File: config.mk
export PLATFORM = sky130hd
export DESIGN_NAME = stx_exec
export DESIGN_NICKNAME = d
export VERILOG_FILES = /design/src/rtl/stx_pkg.sv /design/src/rtl/stx_exec.sv
export VERILOG_INCLUDE_DIRS = /design/src /design/src/rtl
export SDC_FILE = /design/constraint.sdc
export NUM_CORES = 2
export LEC_CHECK = 0
export ABC_AREA = 0
export BUFFER_PORTS_ARGS = -buffer_cell sky130_fd_sc_hd__buf_2
export CORE_MARGIN = 2
export CORE_UTILIZATION = 35
export CTS_CLUSTER_DIAMETER = 100
export DETAILED_ROUTE_END_ITERATION = 7
export MAX_ROUTING_LAYER = met4
export PLACE_DENSITY_LB_ADDON = 0.12
export SKIP_CTS_REPAIR_TIMING = 1
export SLEW_MARGIN = 20
export SYNTH_ARGS = -nofsm -noshare
export SYNTH_HDL_FRONTEND = slang
export SYNTH_SLANG_ARGS = --single-unit
File: constraint.sdc
create_clock -name i_sys_clk -period 18.02 [get_ports i_sys_clk]
set_input_delay 0.901 -clock i_sys_clk [delete_from_list [all_inputs] [get_ports i_sys_clk]]
set_output_delay 0.901 -clock i_sys_clk [all_outputs]
set_load 0.02 [all_outputs]
File: src/rtl/stx_params.svh
// register offsets, field positions and constants of the skip/table/xor unit
`ifndef STX_PARAMS_SVH
`define STX_PARAMS_SVH
`define STX_ACC_OFS 11'h000
`define STX_TABLE_POINTER_LOW_OFS 11'h004
`define STX_TABLE_POINTER_HIGH_OFS 11'h008
`define STX_TABLE_HIGH_LATCH_OFS 11'h00c
`define STX_STAT_OFS 11'h010
`define STX_DM_BASE 11'h400
`define STX_DM_SEL_BIT 10
`define STX_ZF_BIT 0
`define STX_BUSY_BIT 1
`define STX_LAST_PAGE 8'hff
`define STX_BYTE_RST 8'h00
`define STX_PTR_INC 8'h01
`endif

File: src/rtl/stx_pkg.sv
// types shared by the skip/table/xor execution unit
package stx_pkg;
   typedef enum logic [3:0] {
      skip_if_zero_op,
      copy_skip_if_zero_op,
      bit_skip_if_zero_op,
      page_table_fetch_op,
      last_page_table_fetch_op,
      preinc_page_table_fetch_op,
      preinc_last_page_fetch_op,
      xor_to_accumulator_op,
      xor_to_memory_op
   } stx_op_t;

   typedef enum logic [1:0] {st_idle, st_exec, st_dummy} stx_fsm_t;

   typedef struct packed {
      logic valid;
      stx_op_t op;
      logic [7:0] addr;
      logic [2:0] bsel;
   } stx_instr_t;

   typedef struct packed {
      stx_fsm_t fsm;
      stx_op_t op;
      logic [7:0] addr;
      logic [2:0] bsel;
      logic [7:0] acc;
      logic [7:0] table_pointer_low;
      logic [7:0] table_pointer_high;
      logic [7:0] table_high_latch;
      logic zf;
      logic [15:0] pm_addr;
      logic skip;
      logic done;
      logic ack;
      logic [31:0] rdata;
   } stx_state_t;
endpackage

File: src/rtl/stx_exec.sv
// skip, table read and xor execution unit with avalon-mm register access
`timescale 1ns/1ps
`include "stx_params.svh"
// Overview of operation
// [RULE1] byte skip: rewrite byte, skip when zero
// [RULE2] taken skip adds dummy cycle, three total
// [RULE3] copy byte to accumulator, skip when zero
// [RULE4] skip when selected bit is zero
// [RULE5] page fetch uses both pointer bytes
// [RULE6] last page fetch uses low pointer only
// [RULE7] page fetch after low pointer increment
// [RULE8] last page fetch after low pointer increment
// [RULE9] xor into accumulator, zero flag only
// [RULE10] xor into memory, zero flag only
// [RULE11] low pointer wraps, table reads keep flags
module stx_exec (
   input wire logic i_sys_clk,
   input wire logic i_nrst,
   input wire stx_pkg::stx_instr_t i_instr,
   output logic o_instr_ready,
   output logic [15:0] o_pm_addr,
   input wire logic [15:0] i_pm_data,
   output logic o_skip,
   output logic o_done,
   output logic [7:0] o_acc,
   output logic o_zero_flag,
   input wire logic [10:0] i_avs_address,
   input wire logic i_avs_read,
   input wire logic i_avs_write,
   input wire logic [31:0] i_avs_writedata,
   input wire logic [3:0] i_avs_byteenable,
   output logic [31:0] o_avs_readdata,
   output logic o_avs_waitrequest
);

   stx_pkg::stx_state_t st_r;
   stx_pkg::stx_state_t st_nxt;
   logic [7:0] dm_mem [0:255];

   logic [7:0] rd_byte;
   logic bit_val;
   logic [7:0] xor_val;
   logic bus_req;
   logic bus_dm;
   logic [7:0] bus_idx;
   logic accept;
   logic [7:0] table_pointer_low_inc;
   logic dm_we;
   logic [7:0] dm_wa;
   logic [7:0] dm_wd;
   logic [31:0] rd_mux;
   logic take_skip;

   assign rd_byte = dm_mem[st_r.addr];
   assign bit_val = rd_byte[st_r.bsel];
   assign xor_val = st_r.acc ^ rd_byte;
   assign bus_req = i_avs_read | i_avs_write;
   assign bus_dm = i_avs_address[`STX_DM_SEL_BIT];
   assign bus_idx = i_avs_address[9:2];
   // wraps modulo 256, high pointer never carries
   assign table_pointer_low_inc = st_r.table_pointer_low + `STX_PTR_INC; // [RULE11]

   // bus has priority so register reads never see a half-done instruction
   assign o_instr_ready = (st_r.fsm == stx_pkg::st_idle) && !bus_req;
   assign accept = i_instr.valid & o_instr_ready;
   assign o_avs_waitrequest = bus_req & !st_r.ack;
   assign o_avs_readdata = st_r.rdata;
   assign o_pm_addr = st_r.pm_addr;
   assign o_skip = st_r.skip;
   assign o_done = st_r.done;
   assign o_acc = st_r.acc;
   assign o_zero_flag = st_r.zf;

   always_comb begin
      rd_mux = '0;
      if (bus_dm) begin
         rd_mux[7:0] = dm_mem[bus_idx];
      end else begin
         case (i_avs_address)
            `STX_ACC_OFS: rd_mux[7:0] = st_r.acc;
            `STX_TABLE_POINTER_LOW_OFS: rd_mux[7:0] = st_r.table_pointer_low;
            `STX_TABLE_POINTER_HIGH_OFS: rd_mux[7:0] = st_r.table_pointer_high;
            `STX_TABLE_HIGH_LATCH_OFS: rd_mux[7:0] = st_r.table_high_latch;
            `STX_STAT_OFS: begin
               rd_mux[`STX_ZF_BIT] = st_r.zf;
               rd_mux[`STX_BUSY_BIT] = (st_r.fsm != stx_pkg::st_idle);
            end
            default: rd_mux = '0;
         endcase
      end
   end

   always_comb begin
      st_nxt = st_r;
      st_nxt.skip = 1'b0;
      st_nxt.done = 1'b0;
      st_nxt.ack = 1'b0;
      dm_we = 1'b0;
      dm_wa = st_r.addr;
      dm_wd = rd_byte;
      take_skip = 1'b0;

      // first bus cycle captures read data, second completes
      if (bus_req && !st_r.ack && st_r.fsm == stx_pkg::st_idle) begin
         st_nxt.ack = 1'b1;
         st_nxt.rdata = rd_mux;
      end
      if (bus_req && st_r.ack && i_avs_write && i_avs_byteenable[0]) begin
         if (bus_dm) begin
            dm_we = 1'b1;
            dm_wa = bus_idx;
            dm_wd = i_avs_writedata[7:0];
         end else begin
            case (i_avs_address)
               `STX_ACC_OFS: st_nxt.acc = i_avs_writedata[7:0];
               `STX_TABLE_POINTER_LOW_OFS: st_nxt.table_pointer_low = i_avs_writedata[7:0];
               `STX_TABLE_POINTER_HIGH_OFS: st_nxt.table_pointer_high = i_avs_writedata[7:0];
               `STX_STAT_OFS: st_nxt.zf = i_avs_writedata[`STX_ZF_BIT];
               default: ;
            endcase
         end
      end

      case (st_r.fsm)
         stx_pkg::st_idle: begin
            if (accept) begin
               st_nxt.fsm = stx_pkg::st_exec;
               st_nxt.op = i_instr.op;
               st_nxt.addr = i_instr.addr;
               st_nxt.bsel = i_instr.bsel;
               case (i_instr.op)
                  stx_pkg::page_table_fetch_op: begin
                     st_nxt.pm_addr = {st_r.table_pointer_high,
                        st_r.table_pointer_low}; // [RULE5]
                  end
                  stx_pkg::last_page_table_fetch_op: begin
                     st_nxt.pm_addr = {`STX_LAST_PAGE, st_r.table_pointer_low}; // [RULE6]
                  end
                  stx_pkg::preinc_page_table_fetch_op: begin
                     st_nxt.table_pointer_low = table_pointer_low_inc; // [RULE7]
                     st_nxt.pm_addr = {st_r.table_pointer_high, table_pointer_low_inc}; // [RULE7]
                  end
                  stx_pkg::preinc_last_page_fetch_op: begin
                     st_nxt.table_pointer_low = table_pointer_low_inc; // [RULE8]
                     st_nxt.pm_addr = {`STX_LAST_PAGE, table_pointer_low_inc}; // [RULE8]
                  end
                  default: ;
               endcase
            end
         end
         stx_pkg::st_exec: begin
            case (st_r.op)
               stx_pkg::skip_if_zero_op: begin
                  dm_we = 1'b1; // [RULE1]
                  take_skip = (rd_byte == `STX_BYTE_RST); // [RULE1]
               end
               stx_pkg::copy_skip_if_zero_op: begin
                  st_nxt.acc = rd_byte; // [RULE3]
                  take_skip = (rd_byte == `STX_BYTE_RST); // [RULE3]
               end
               stx_pkg::bit_skip_if_zero_op: begin
                  take_skip = !bit_val; // [RULE4]
               end
               stx_pkg::page_table_fetch_op,
               stx_pkg::last_page_table_fetch_op,
               stx_pkg::preinc_page_table_fetch_op,
               stx_pkg::preinc_last_page_fetch_op: begin
                  // flags left alone on purpose
                  dm_we = 1'b1; // [RULE5] [RULE6] [RULE11]
                  dm_wd = i_pm_data[7:0];
                  st_nxt.table_high_latch = i_pm_data[15:8]; // [RULE5] [RULE6]
               end
               stx_pkg::xor_to_accumulator_op: begin
                  st_nxt.acc = xor_val; // [RULE9]
                  st_nxt.zf = (xor_val == `STX_BYTE_RST); // [RULE9]
               end
               stx_pkg::xor_to_memory_op: begin
                  dm_we = 1'b1; // [RULE10]
                  dm_wd = xor_val;
                  st_nxt.zf = (xor_val == `STX_BYTE_RST); // [RULE10]
               end
               default: ;
            endcase
            if (take_skip) begin
               st_nxt.fsm = stx_pkg::st_dummy; // [RULE2]
               st_nxt.skip = 1'b1;
            end else begin
               st_nxt.fsm = stx_pkg::st_idle;
               st_nxt.done = 1'b1;
            end
         end
         stx_pkg::st_dummy: begin
            // dummy slot stands in for the discarded fetch
            st_nxt.fsm = stx_pkg::st_idle; // [RULE2]
            st_nxt.done = 1'b1;
         end
         default: st_nxt.fsm = stx_pkg::st_idle;
      endcase
   end

   always_ff @(posedge i_sys_clk or negedge i_nrst) begin
      if (!i_nrst) begin
         st_r <= '0;
      end else begin
         st_r <= st_nxt;
      end
   end

   // data memory has no reset; software must initialise it
   always_ff @(posedge i_sys_clk) begin
      if (dm_we) begin
         dm_mem[dm_wa] <= dm_wd;
      end
   end

   byte_skip_a: assert property ( // [RULE1]
      @(posedge i_sys_clk) disable iff (!i_nrst)
      (st_r.fsm == stx_pkg::st_exec && st_r.op == stx_pkg::skip_if_zero_op)
      |=> (o_skip == ($past(rd_byte) == 8'h00)) && (dm_mem[$past(st_r.addr)] == $past(rd_byte)))
      else $error("byte skip decision or writeback wrong");

   skip_length_a: assert property ( // [RULE2]
      @(posedge i_sys_clk) disable iff (!i_nrst)
      accept ##1 (st_r.fsm == stx_pkg::st_exec && take_skip)
      |=> o_skip && !o_done ##1 o_done && !o_skip && o_instr_ready == !bus_req)
      else $error("taken skip does not last three cycles");

   copy_skip_a: assert property ( // [RULE3]
      @(posedge i_sys_clk) disable iff (!i_nrst)
      (st_r.fsm == stx_pkg::st_exec && st_r.op == stx_pkg::copy_skip_if_zero_op)
      |=> o_acc == $past(rd_byte) && o_skip == (o_acc == 8'h00) && $stable(o_zero_flag))
      else $error("copy skip wrong");

   bit_skip_a: assert property ( // [RULE4]
      @(posedge i_sys_clk) disable iff (!i_nrst)
      (st_r.fsm == stx_pkg::st_exec && st_r.op == stx_pkg::bit_skip_if_zero_op)
      |=> o_skip == !$past(bit_val) && $stable(o_zero_flag) && $stable(o_acc))
      else $error("bit skip wrong");

   page_fetch_a: assert property ( // [RULE5]
      @(posedge i_sys_clk) disable iff (!i_nrst)
      (accept && i_instr.op == stx_pkg::page_table_fetch_op)
      ##1 1'b1
      |=> st_r.table_high_latch == $past(i_pm_data[15:8])
      && dm_mem[$past(st_r.addr)] == $past(i_pm_data[7:0])
      && $past(o_pm_addr) == $past({st_r.table_pointer_high, st_r.table_pointer_low}))
      else $error("page table fetch wrong");

   last_page_a: assert property ( // [RULE6]
      @(posedge i_sys_clk) disable iff (!i_nrst)
      (accept && i_instr.op == stx_pkg::last_page_table_fetch_op)
      |=> o_pm_addr == {8'hff, $past(st_r.table_pointer_low)})
      else $error("last page address wrong");

   // word split checked one cycle after the address is presented
   last_page_data_a: assert property ( // [RULE6]
      @(posedge i_sys_clk) disable iff (!i_nrst)
      (accept && i_instr.op == stx_pkg::last_page_table_fetch_op)
      ##1 1'b1
      |=> st_r.table_high_latch == $past(i_pm_data[15:8])
      && dm_mem[$past(st_r.addr)] == $past(i_pm_data[7:0]))
      else $error("last page word split wrong");

   // high address byte must follow the page kind, not the low pointer carry
   preinc_fetch_a: assert property ( // [RULE7] [RULE8]
      @(posedge i_sys_clk) disable iff (!i_nrst)
      (accept && (i_instr.op == stx_pkg::preinc_page_table_fetch_op
      || i_instr.op == stx_pkg::preinc_last_page_fetch_op)) ##1 1'b1
      |=> st_r.table_high_latch == $past(i_pm_data[15:8])
      && dm_mem[$past(st_r.addr)] == $past(i_pm_data[7:0])
      && $past(o_pm_addr[15:8]) == (($past(st_r.op) == stx_pkg::preinc_last_page_fetch_op)
      ? 8'hff : $past(st_r.table_pointer_high)))
      else $error("pre-increment fetch wrong");

   preinc_ptr_a: assert property ( // [RULE7] [RULE8] [RULE11]
      @(posedge i_sys_clk) disable iff (!i_nrst)
      (accept && (i_instr.op == stx_pkg::preinc_page_table_fetch_op
      || i_instr.op == stx_pkg::preinc_last_page_fetch_op))
      |=> st_r.table_pointer_low == 8'($past(st_r.table_pointer_low) + 8'h01)
      && $stable(st_r.table_pointer_high)
      && o_pm_addr[7:0] == st_r.table_pointer_low)
      else $error("pre-increment pointer wrong");

   xor_acc_a: assert property ( // [RULE9]
      @(posedge i_sys_clk) disable iff (!i_nrst)
      (st_r.fsm == stx_pkg::st_exec && st_r.op == stx_pkg::xor_to_accumulator_op)
      |=> o_acc == $past(xor_val) && o_zero_flag == (o_acc == 8'h00) && o_done)
      else $error("xor to accumulator wrong");

   xor_mem_a: assert property ( // [RULE10]
      @(posedge i_sys_clk) disable iff (!i_nrst)
      (st_r.fsm == stx_pkg::st_exec && st_r.op == stx_pkg::xor_to_memory_op)
      |=> dm_mem[$past(st_r.addr)] == $past(xor_val) && $stable(o_acc)
      && o_zero_flag == ($past(xor_val) == 8'h00))
      else $error("xor to memory wrong");

   table_flags_a: assert property ( // [RULE11]
      @(posedge i_sys_clk) disable iff (!i_nrst)
      (st_r.fsm == stx_pkg::st_exec && !bus_req
      && (st_r.op == stx_pkg::page_table_fetch_op
      || st_r.op == stx_pkg::last_page_table_fetch_op
      || st_r.op == stx_pkg::preinc_page_table_fetch_op
      || st_r.op == stx_pkg::preinc_last_page_fetch_op))
      |=> $stable(o_zero_flag) && !o_skip && o_done)
      else $error("table read touched flags or skipped");

endmodule

==> results by group <==
Cells and area
  – Number of nets in the finished design: 5,386
  – Fill cells: 25,700
  – Cell Count, Final, Fillers Out: 9,256
  – Proportion of layout cells with a drive suffix above 1: 0.341
  – Area Overhead vs Synth: 12.3%

Yosys
  – Fraction of synthesis flops using an asynchronous set or reset pin: 0.0362
  – Complex-gate fraction of the synthesized area: 0.0337
  – Sequential area share after synthesis: 0.631
  – Cell accounting for the most synthesized area: sky130_fd_sc_hd__edfxtp_1
  – Combinational family with the most area after synthesis: multiplexers
  – Syn. warnings: 0
  – EDFF count, synth: 2,048
  – Post-Synthesis Cells: 5,210
  – Leading post-synthesis cells by cell area: sky130_fd_sc_hd__edfxtp_1 (61%), sky130_fd_sc_hd__mux4_2 (24%), sky130_fd_sc_hd__mux2i_1 (2.4%)
  – Post-Synth XOR/XNOR Area: 0.00164
  – Most used DFF post-synth: sky130_fd_sc_hd__edfxtp_1
  – Synthesized cell area: 0.101 sq mm
  – Area fraction in and, or, nand and nor cells after synthesis: 0.0298
  – Average size of a mapped cell: 19.3 sq um
  – Post-synthesis sequential element count: 2,125
  – Top cell type's share of synthesized area: 0.611
  – Adder-cell share of the synthesized area: 0.000498
  – Number of distinct library cells after synthesis: 86
  – Mux contribution to synthesized area: 0.277

Global routing
  – Maximum number of pins on one net before global-route repair: 198
  – Total gr overflow: 0
  – Global routing usage summed across all routing layers: 0.252
  – Global-route wire length before repair: 493 mm
  – Number of antenna violations at the first check in global routing: 15
  – Via count of the first global-routing pass: 57,400

Clock network
  – TritonCTS clock tree: done
  – Clock edge transition at the registers on the reported setup and hold paths: 60 ps
  – Buffer type at the clock tree root: sky130_fd_sc_hd__clkbuf_16
  – Count of clock tree sinks: 2,125
  – Worst skew pair latency: 940 ps
  – Number of CTS-inserted buffers: 242
  – H-tree lvl count: 4
  – Number of buffers on the longest clock path: 4

Timing
  – Max Transition Viols Final: 0
  – Total setup violations reported at the end of the flow: 0
  – Final Hold Fails: 0
  – Final worst path period need: 8910 ps
  – Total Neg Setup Slack: 0 ps
  – Worst Skew: 61.4 ps
  – RSZ-0062 raised after global routing: false
  – Least-Margin Pin Slew: 1230 ps
  – Max Freq: 112 MHz
  – Relative max-transition margin: 0.177
  – Final period utilization: 0.494

Power and ir drop
  – Power density normalized to cell area: 185 mW/mm^2
  – P_int: 12.9 mW
  – Switching Power: 8.08 mW
  – Portion of total power attributed to combinational logic: 0.371
  – Maximum VDD drop: 374 uV
  – Part of the total power dissipated in the clock network: 0.233
  – Leakage power summed over all cells: 34.8 nW
  – Overall power after layout: 20.9 mW
  – Switching share of power: 0.386
  – Reg power frac: 0.396

Routing
  – Total vias in the final route: 56,600
  – Final routed DRC violation total: 0
  – Via density per instance: 6.11
  – Post-route ant nets: 0
  – Router iterations before antenna repair: 8
  – WL per Instance: 39.1 um
  – Total routed wirelength: 362 mm
  – Number of DRC markers after the initial detailed-route iteration: 6,324

Die
  – Chip width: 540 um
  – Area of the core: 0.285 sq mm
  – Starting utilization of the core area: 0.352
  – Number of top-level pins: 144
  – Die footprint: 0.292 sq mm
  – Floorplan die height: 540 um
  – Total number of placement rows: 196

Placed design
  – Final weighted congestion in routability-driven placement: 0.875
  – PortBufs: 92
  – Placed cells: 8,815
  – Final HPWL from detailed placement: 234 mm

Run
  – Number of max-cap violations: 0

Setup path
  – Nature of the critical path startpoint: flip-flop
  – Required time of the critical path: 18,600 ps
  – Start-to-end type of the worst setup path: reg -> reg
  – CP Data Arrival Time: 9490 ps
  – Worst setup EP type: flip-flop
  – Crit Path Max Fanout: 70

Min path
  – Class of the worst hold path: in -> reg

Run status
  – Outcome: complete, no violations
-- power groups by stage --
stage          Combinational, mW  Sequential (mW)  Clock [mW]
6_report                    7.77             8.29        4.89
5_1_grt                     8.11             8.30        5.15
4_1_cts                     7.76             8.28        4.98
3_5_place_dp                7.77             8.38           0
3_3_place_gp                7.55             8.38           0
2_1_floorplan               4.02             9.61           0
-- cell usage after synthesis (7+ instances only) --
master                      instances
sky130_fd_sc_hd__mux2_2            47
sky130_fd_sc_hd__nand3b_1          11
sky130_fd_sc_hd__buf_4             81
sky130_fd_sc_hd__nand2b_1           9
sky130_fd_sc_hd__xnor2_1           10
sky130_fd_sc_hd__nand3_1           30
sky130_fd_sc_hd__xor2_1             7
sky130_fd_sc_hd__clkbuf_1         194
sky130_fd_sc_hd__o22ai_1           35
sky130_fd_sc_hd__edfxtp_1        2048
sky130_fd_sc_hd__buf_6             34
sky130_fd_sc_hd__inv_1             17
sky130_fd_sc_hd__or3_1              7
sky130_fd_sc_hd__mux4_1            13
sky130_fd_sc_hd__buf_8              7
sky130_fd_sc_hd__nand2_1          176
sky130_fd_sc_hd__mux2i_1          244
sky130_fd_sc_hd__nor2_1           359
sky130_fd_sc_hd__a22o_1            13
sky130_fd_sc_hd__nand4_1            9
sky130_fd_sc_hd__o21ai_0           77
sky130_fd_sc_hd__mux4_2          1085
sky130_fd_sc_hd__nor3_1            17
sky130_fd_sc_hd__dfrtp_1           77
sky130_fd_sc_hd__nor4_1             7
sky130_fd_sc_hd__o21ai_1            8
sky130_fd_sc_hd__a21oi_1           88
sky130_fd_sc_hd__buf_12             8
sky130_fd_sc_hd__o2bb2ai_1         10
sky130_fd_sc_hd__o211ai_1           9
sky130_fd_sc_hd__buf_1             74
sky130_fd_sc_hd__buf_2             69
sky130_fd_sc_hd__and2_1            14
sky130_fd_sc_hd__nor2b_1           13
sky130_fd_sc_hd__a31oi_1           11
sky130_fd_sc_hd__o221ai_1          13
sky130_fd_sc_hd__a22oi_1          122
sky130_fd_sc_hd__a221oi_1          24
sky130_fd_sc_hd__a211oi_1          21
-- path summary, 6_finish.rpt --
check	startpoint	slack [ps]	cells past startpoint	endpoint
max in group asynchronous	i_nrst	16440	3	o_pm_addr[0]$_DFFE_PN0P_
min reg2reg	o_avs_readdata[2]$_DFFE_PN0P_	470	2	o_avs_readdata[2]$_DFFE_PN0P_
max	st_r[87]$_DFFE_PN0P_	9110	12	dm_mem[228][0]$_DFFE_PP_
min in group asynchronous	i_nrst	390	2	st_r[92]$_DFFE_PN0P_
min	i_instr[3]	190	3	st_r[87]$_DFFE_PN0P_
max reg2reg	st_r[87]$_DFFE_PN0P_	9110	12	dm_mem[228][0]$_DFFE_PP_
-- cell usage in the layout, fill, tap and decap left out, types with 8 or more instances in the layout --
cell                           n
sky130_fd_sc_hd__nand4_1       9
sky130_fd_sc_hd__a211oi_1     20
sky130_fd_sc_hd__clkinv_1     57
sky130_fd_sc_hd__o221ai_1     11
sky130_fd_sc_hd__o21ai_1       8
sky130_fd_sc_hd__nand3b_1     11
sky130_fd_sc_hd__mux2i_1     244
sky130_fd_sc_hd__buf_4       185
sky130_fd_sc_hd__buf_2        86
sky130_fd_sc_hd__a21oi_1      88
sky130_fd_sc_hd__nand2_1     158
sky130_fd_sc_hd__o211ai_1      9
sky130_fd_sc_hd__clkbuf_16   245
sky130_fd_sc_hd__nand2_2      18
sky130_fd_sc_hd__mux4_2     1085
sky130_fd_sc_hd__clkbuf_1     56
sky130_fd_sc_hd__nand3_1      30
sky130_fd_sc_hd__nor2_1      306
sky130_fd_sc_hd__clkinv_2     41
sky130_fd_sc_hd__o2bb2ai_1    10
sky130_fd_sc_hd__a221oi_1     24
sky130_fd_sc_hd__a22oi_1     122
sky130_fd_sc_hd__o21ai_0      72
sky130_fd_sc_hd__mux2_2       47
sky130_fd_sc_hd__nor2_2       51
sky130_fd_sc_hd__and2_1       13
sky130_fd_sc_hd__inv_1        17
sky130_fd_sc_hd__xnor2_1      10
sky130_fd_sc_hd__conb_1       24
sky130_fd_sc_hd__bufinv_16    25
sky130_fd_sc_hd__nor3_1       15
sky130_fd_sc_hd__a22o_1       13
sky130_fd_sc_hd__mux4_1       13
sky130_fd_sc_hd__diode_2       8
sky130_fd_sc_hd__a31oi_1      11
sky130_fd_sc_hd__o22ai_1      35
sky130_fd_sc_hd__dfrtp_1      71
sky130_fd_sc_hd__edfxtp_1   2048
sky130_fd_sc_hd__nand2b_1      8
-- area by class of cell --
cell class / instances / area (sq um) / share of cell area
well taps: 3762 / 4710 / 0.0417
flip-flops and latches: 2125 / 63400 / 0.562
multi-input cells: 2620 / 34900 / 0.309
inverters: 21 / 83.8 / 0.000742
clock buffers: 301 / 6340 / 0.0561
repair buffers: 289 / 2150 / 0.0191
clock inverters: 130 / 1280 / 0.0113
diodes: 8 / 20.0 / 0.000177
-- metal layers --
layer,vias up,wire length (um),GRT usage,part of all wire
met5,-,0,-,0
met4,0,11900,0.0781,0.033
met3,499,23100,0.0374,0.064
met2,2371,175000,0.402,0.49
met1,31300,151000,0.335,0.42
li1,22400,-,-,-
-- registers in the layout (all words and copies together), names as in the netlist --
| register | flops |
|---|---|
| o_skip | 1 |
| o_acc | 8 |
| o_zero_flag | 1 |
| st_r | 42 |
| o_avs_readdata | 8 |
| o_done | 1 |
| o_pm_addr | 16 |
| dm_mem | 2048 |
-- metrics by stage --
step / worst slack (ps) / cell area [sq um] / hold slack, ps / utilization
floorplan: 3190 / 101000 / 440 / -
global placement: 8880 / 105000 / 461 / 0.368
detailed placement: 9110 / 105000 / 459 / 0.369
CTS: 9090 / 113000 / -215 / 0.395
global route: 8680 / 113000 / 190 / 0.396
finish: 9110 / 113000 / 193 / 0.396
-- cells by family (layout without fill, tap and decap cells) --
logic type	Yosys count	after routing
AO/OA/AOI/OAI	493	493
XOR/XNOR	18	18
adder cells (fa/ha/maj)	4	4
buffers and inverters	488	741
flip-flops	2125	2125
multiplexers	1394	1394
other	1	32
AND/OR/NAND/NOR	687	687
-- critical path, cell delays in order, from the launching register on --
cell,delay [ps]
sky130_fd_sc_hd__dfrtp_4,950
sky130_fd_sc_hd__buf_4,770
sky130_fd_sc_hd__buf_4,740
sky130_fd_sc_hd__buf_4,470
sky130_fd_sc_hd__mux4_2,550
sky130_fd_sc_hd__o21ai_0,620
sky130_fd_sc_hd__a221oi_1,300
sky130_fd_sc_hd__a211oi_1,1010
sky130_fd_sc_hd__or4_1,520
sky130_fd_sc_hd__xor2_1,220
sky130_fd_sc_hd__o21ai_4,620
sky130_fd_sc_hd__buf_4,660
sky130_fd_sc_hd__buf_4,720
No activity file was read; power rests on OpenSTA's default activity.
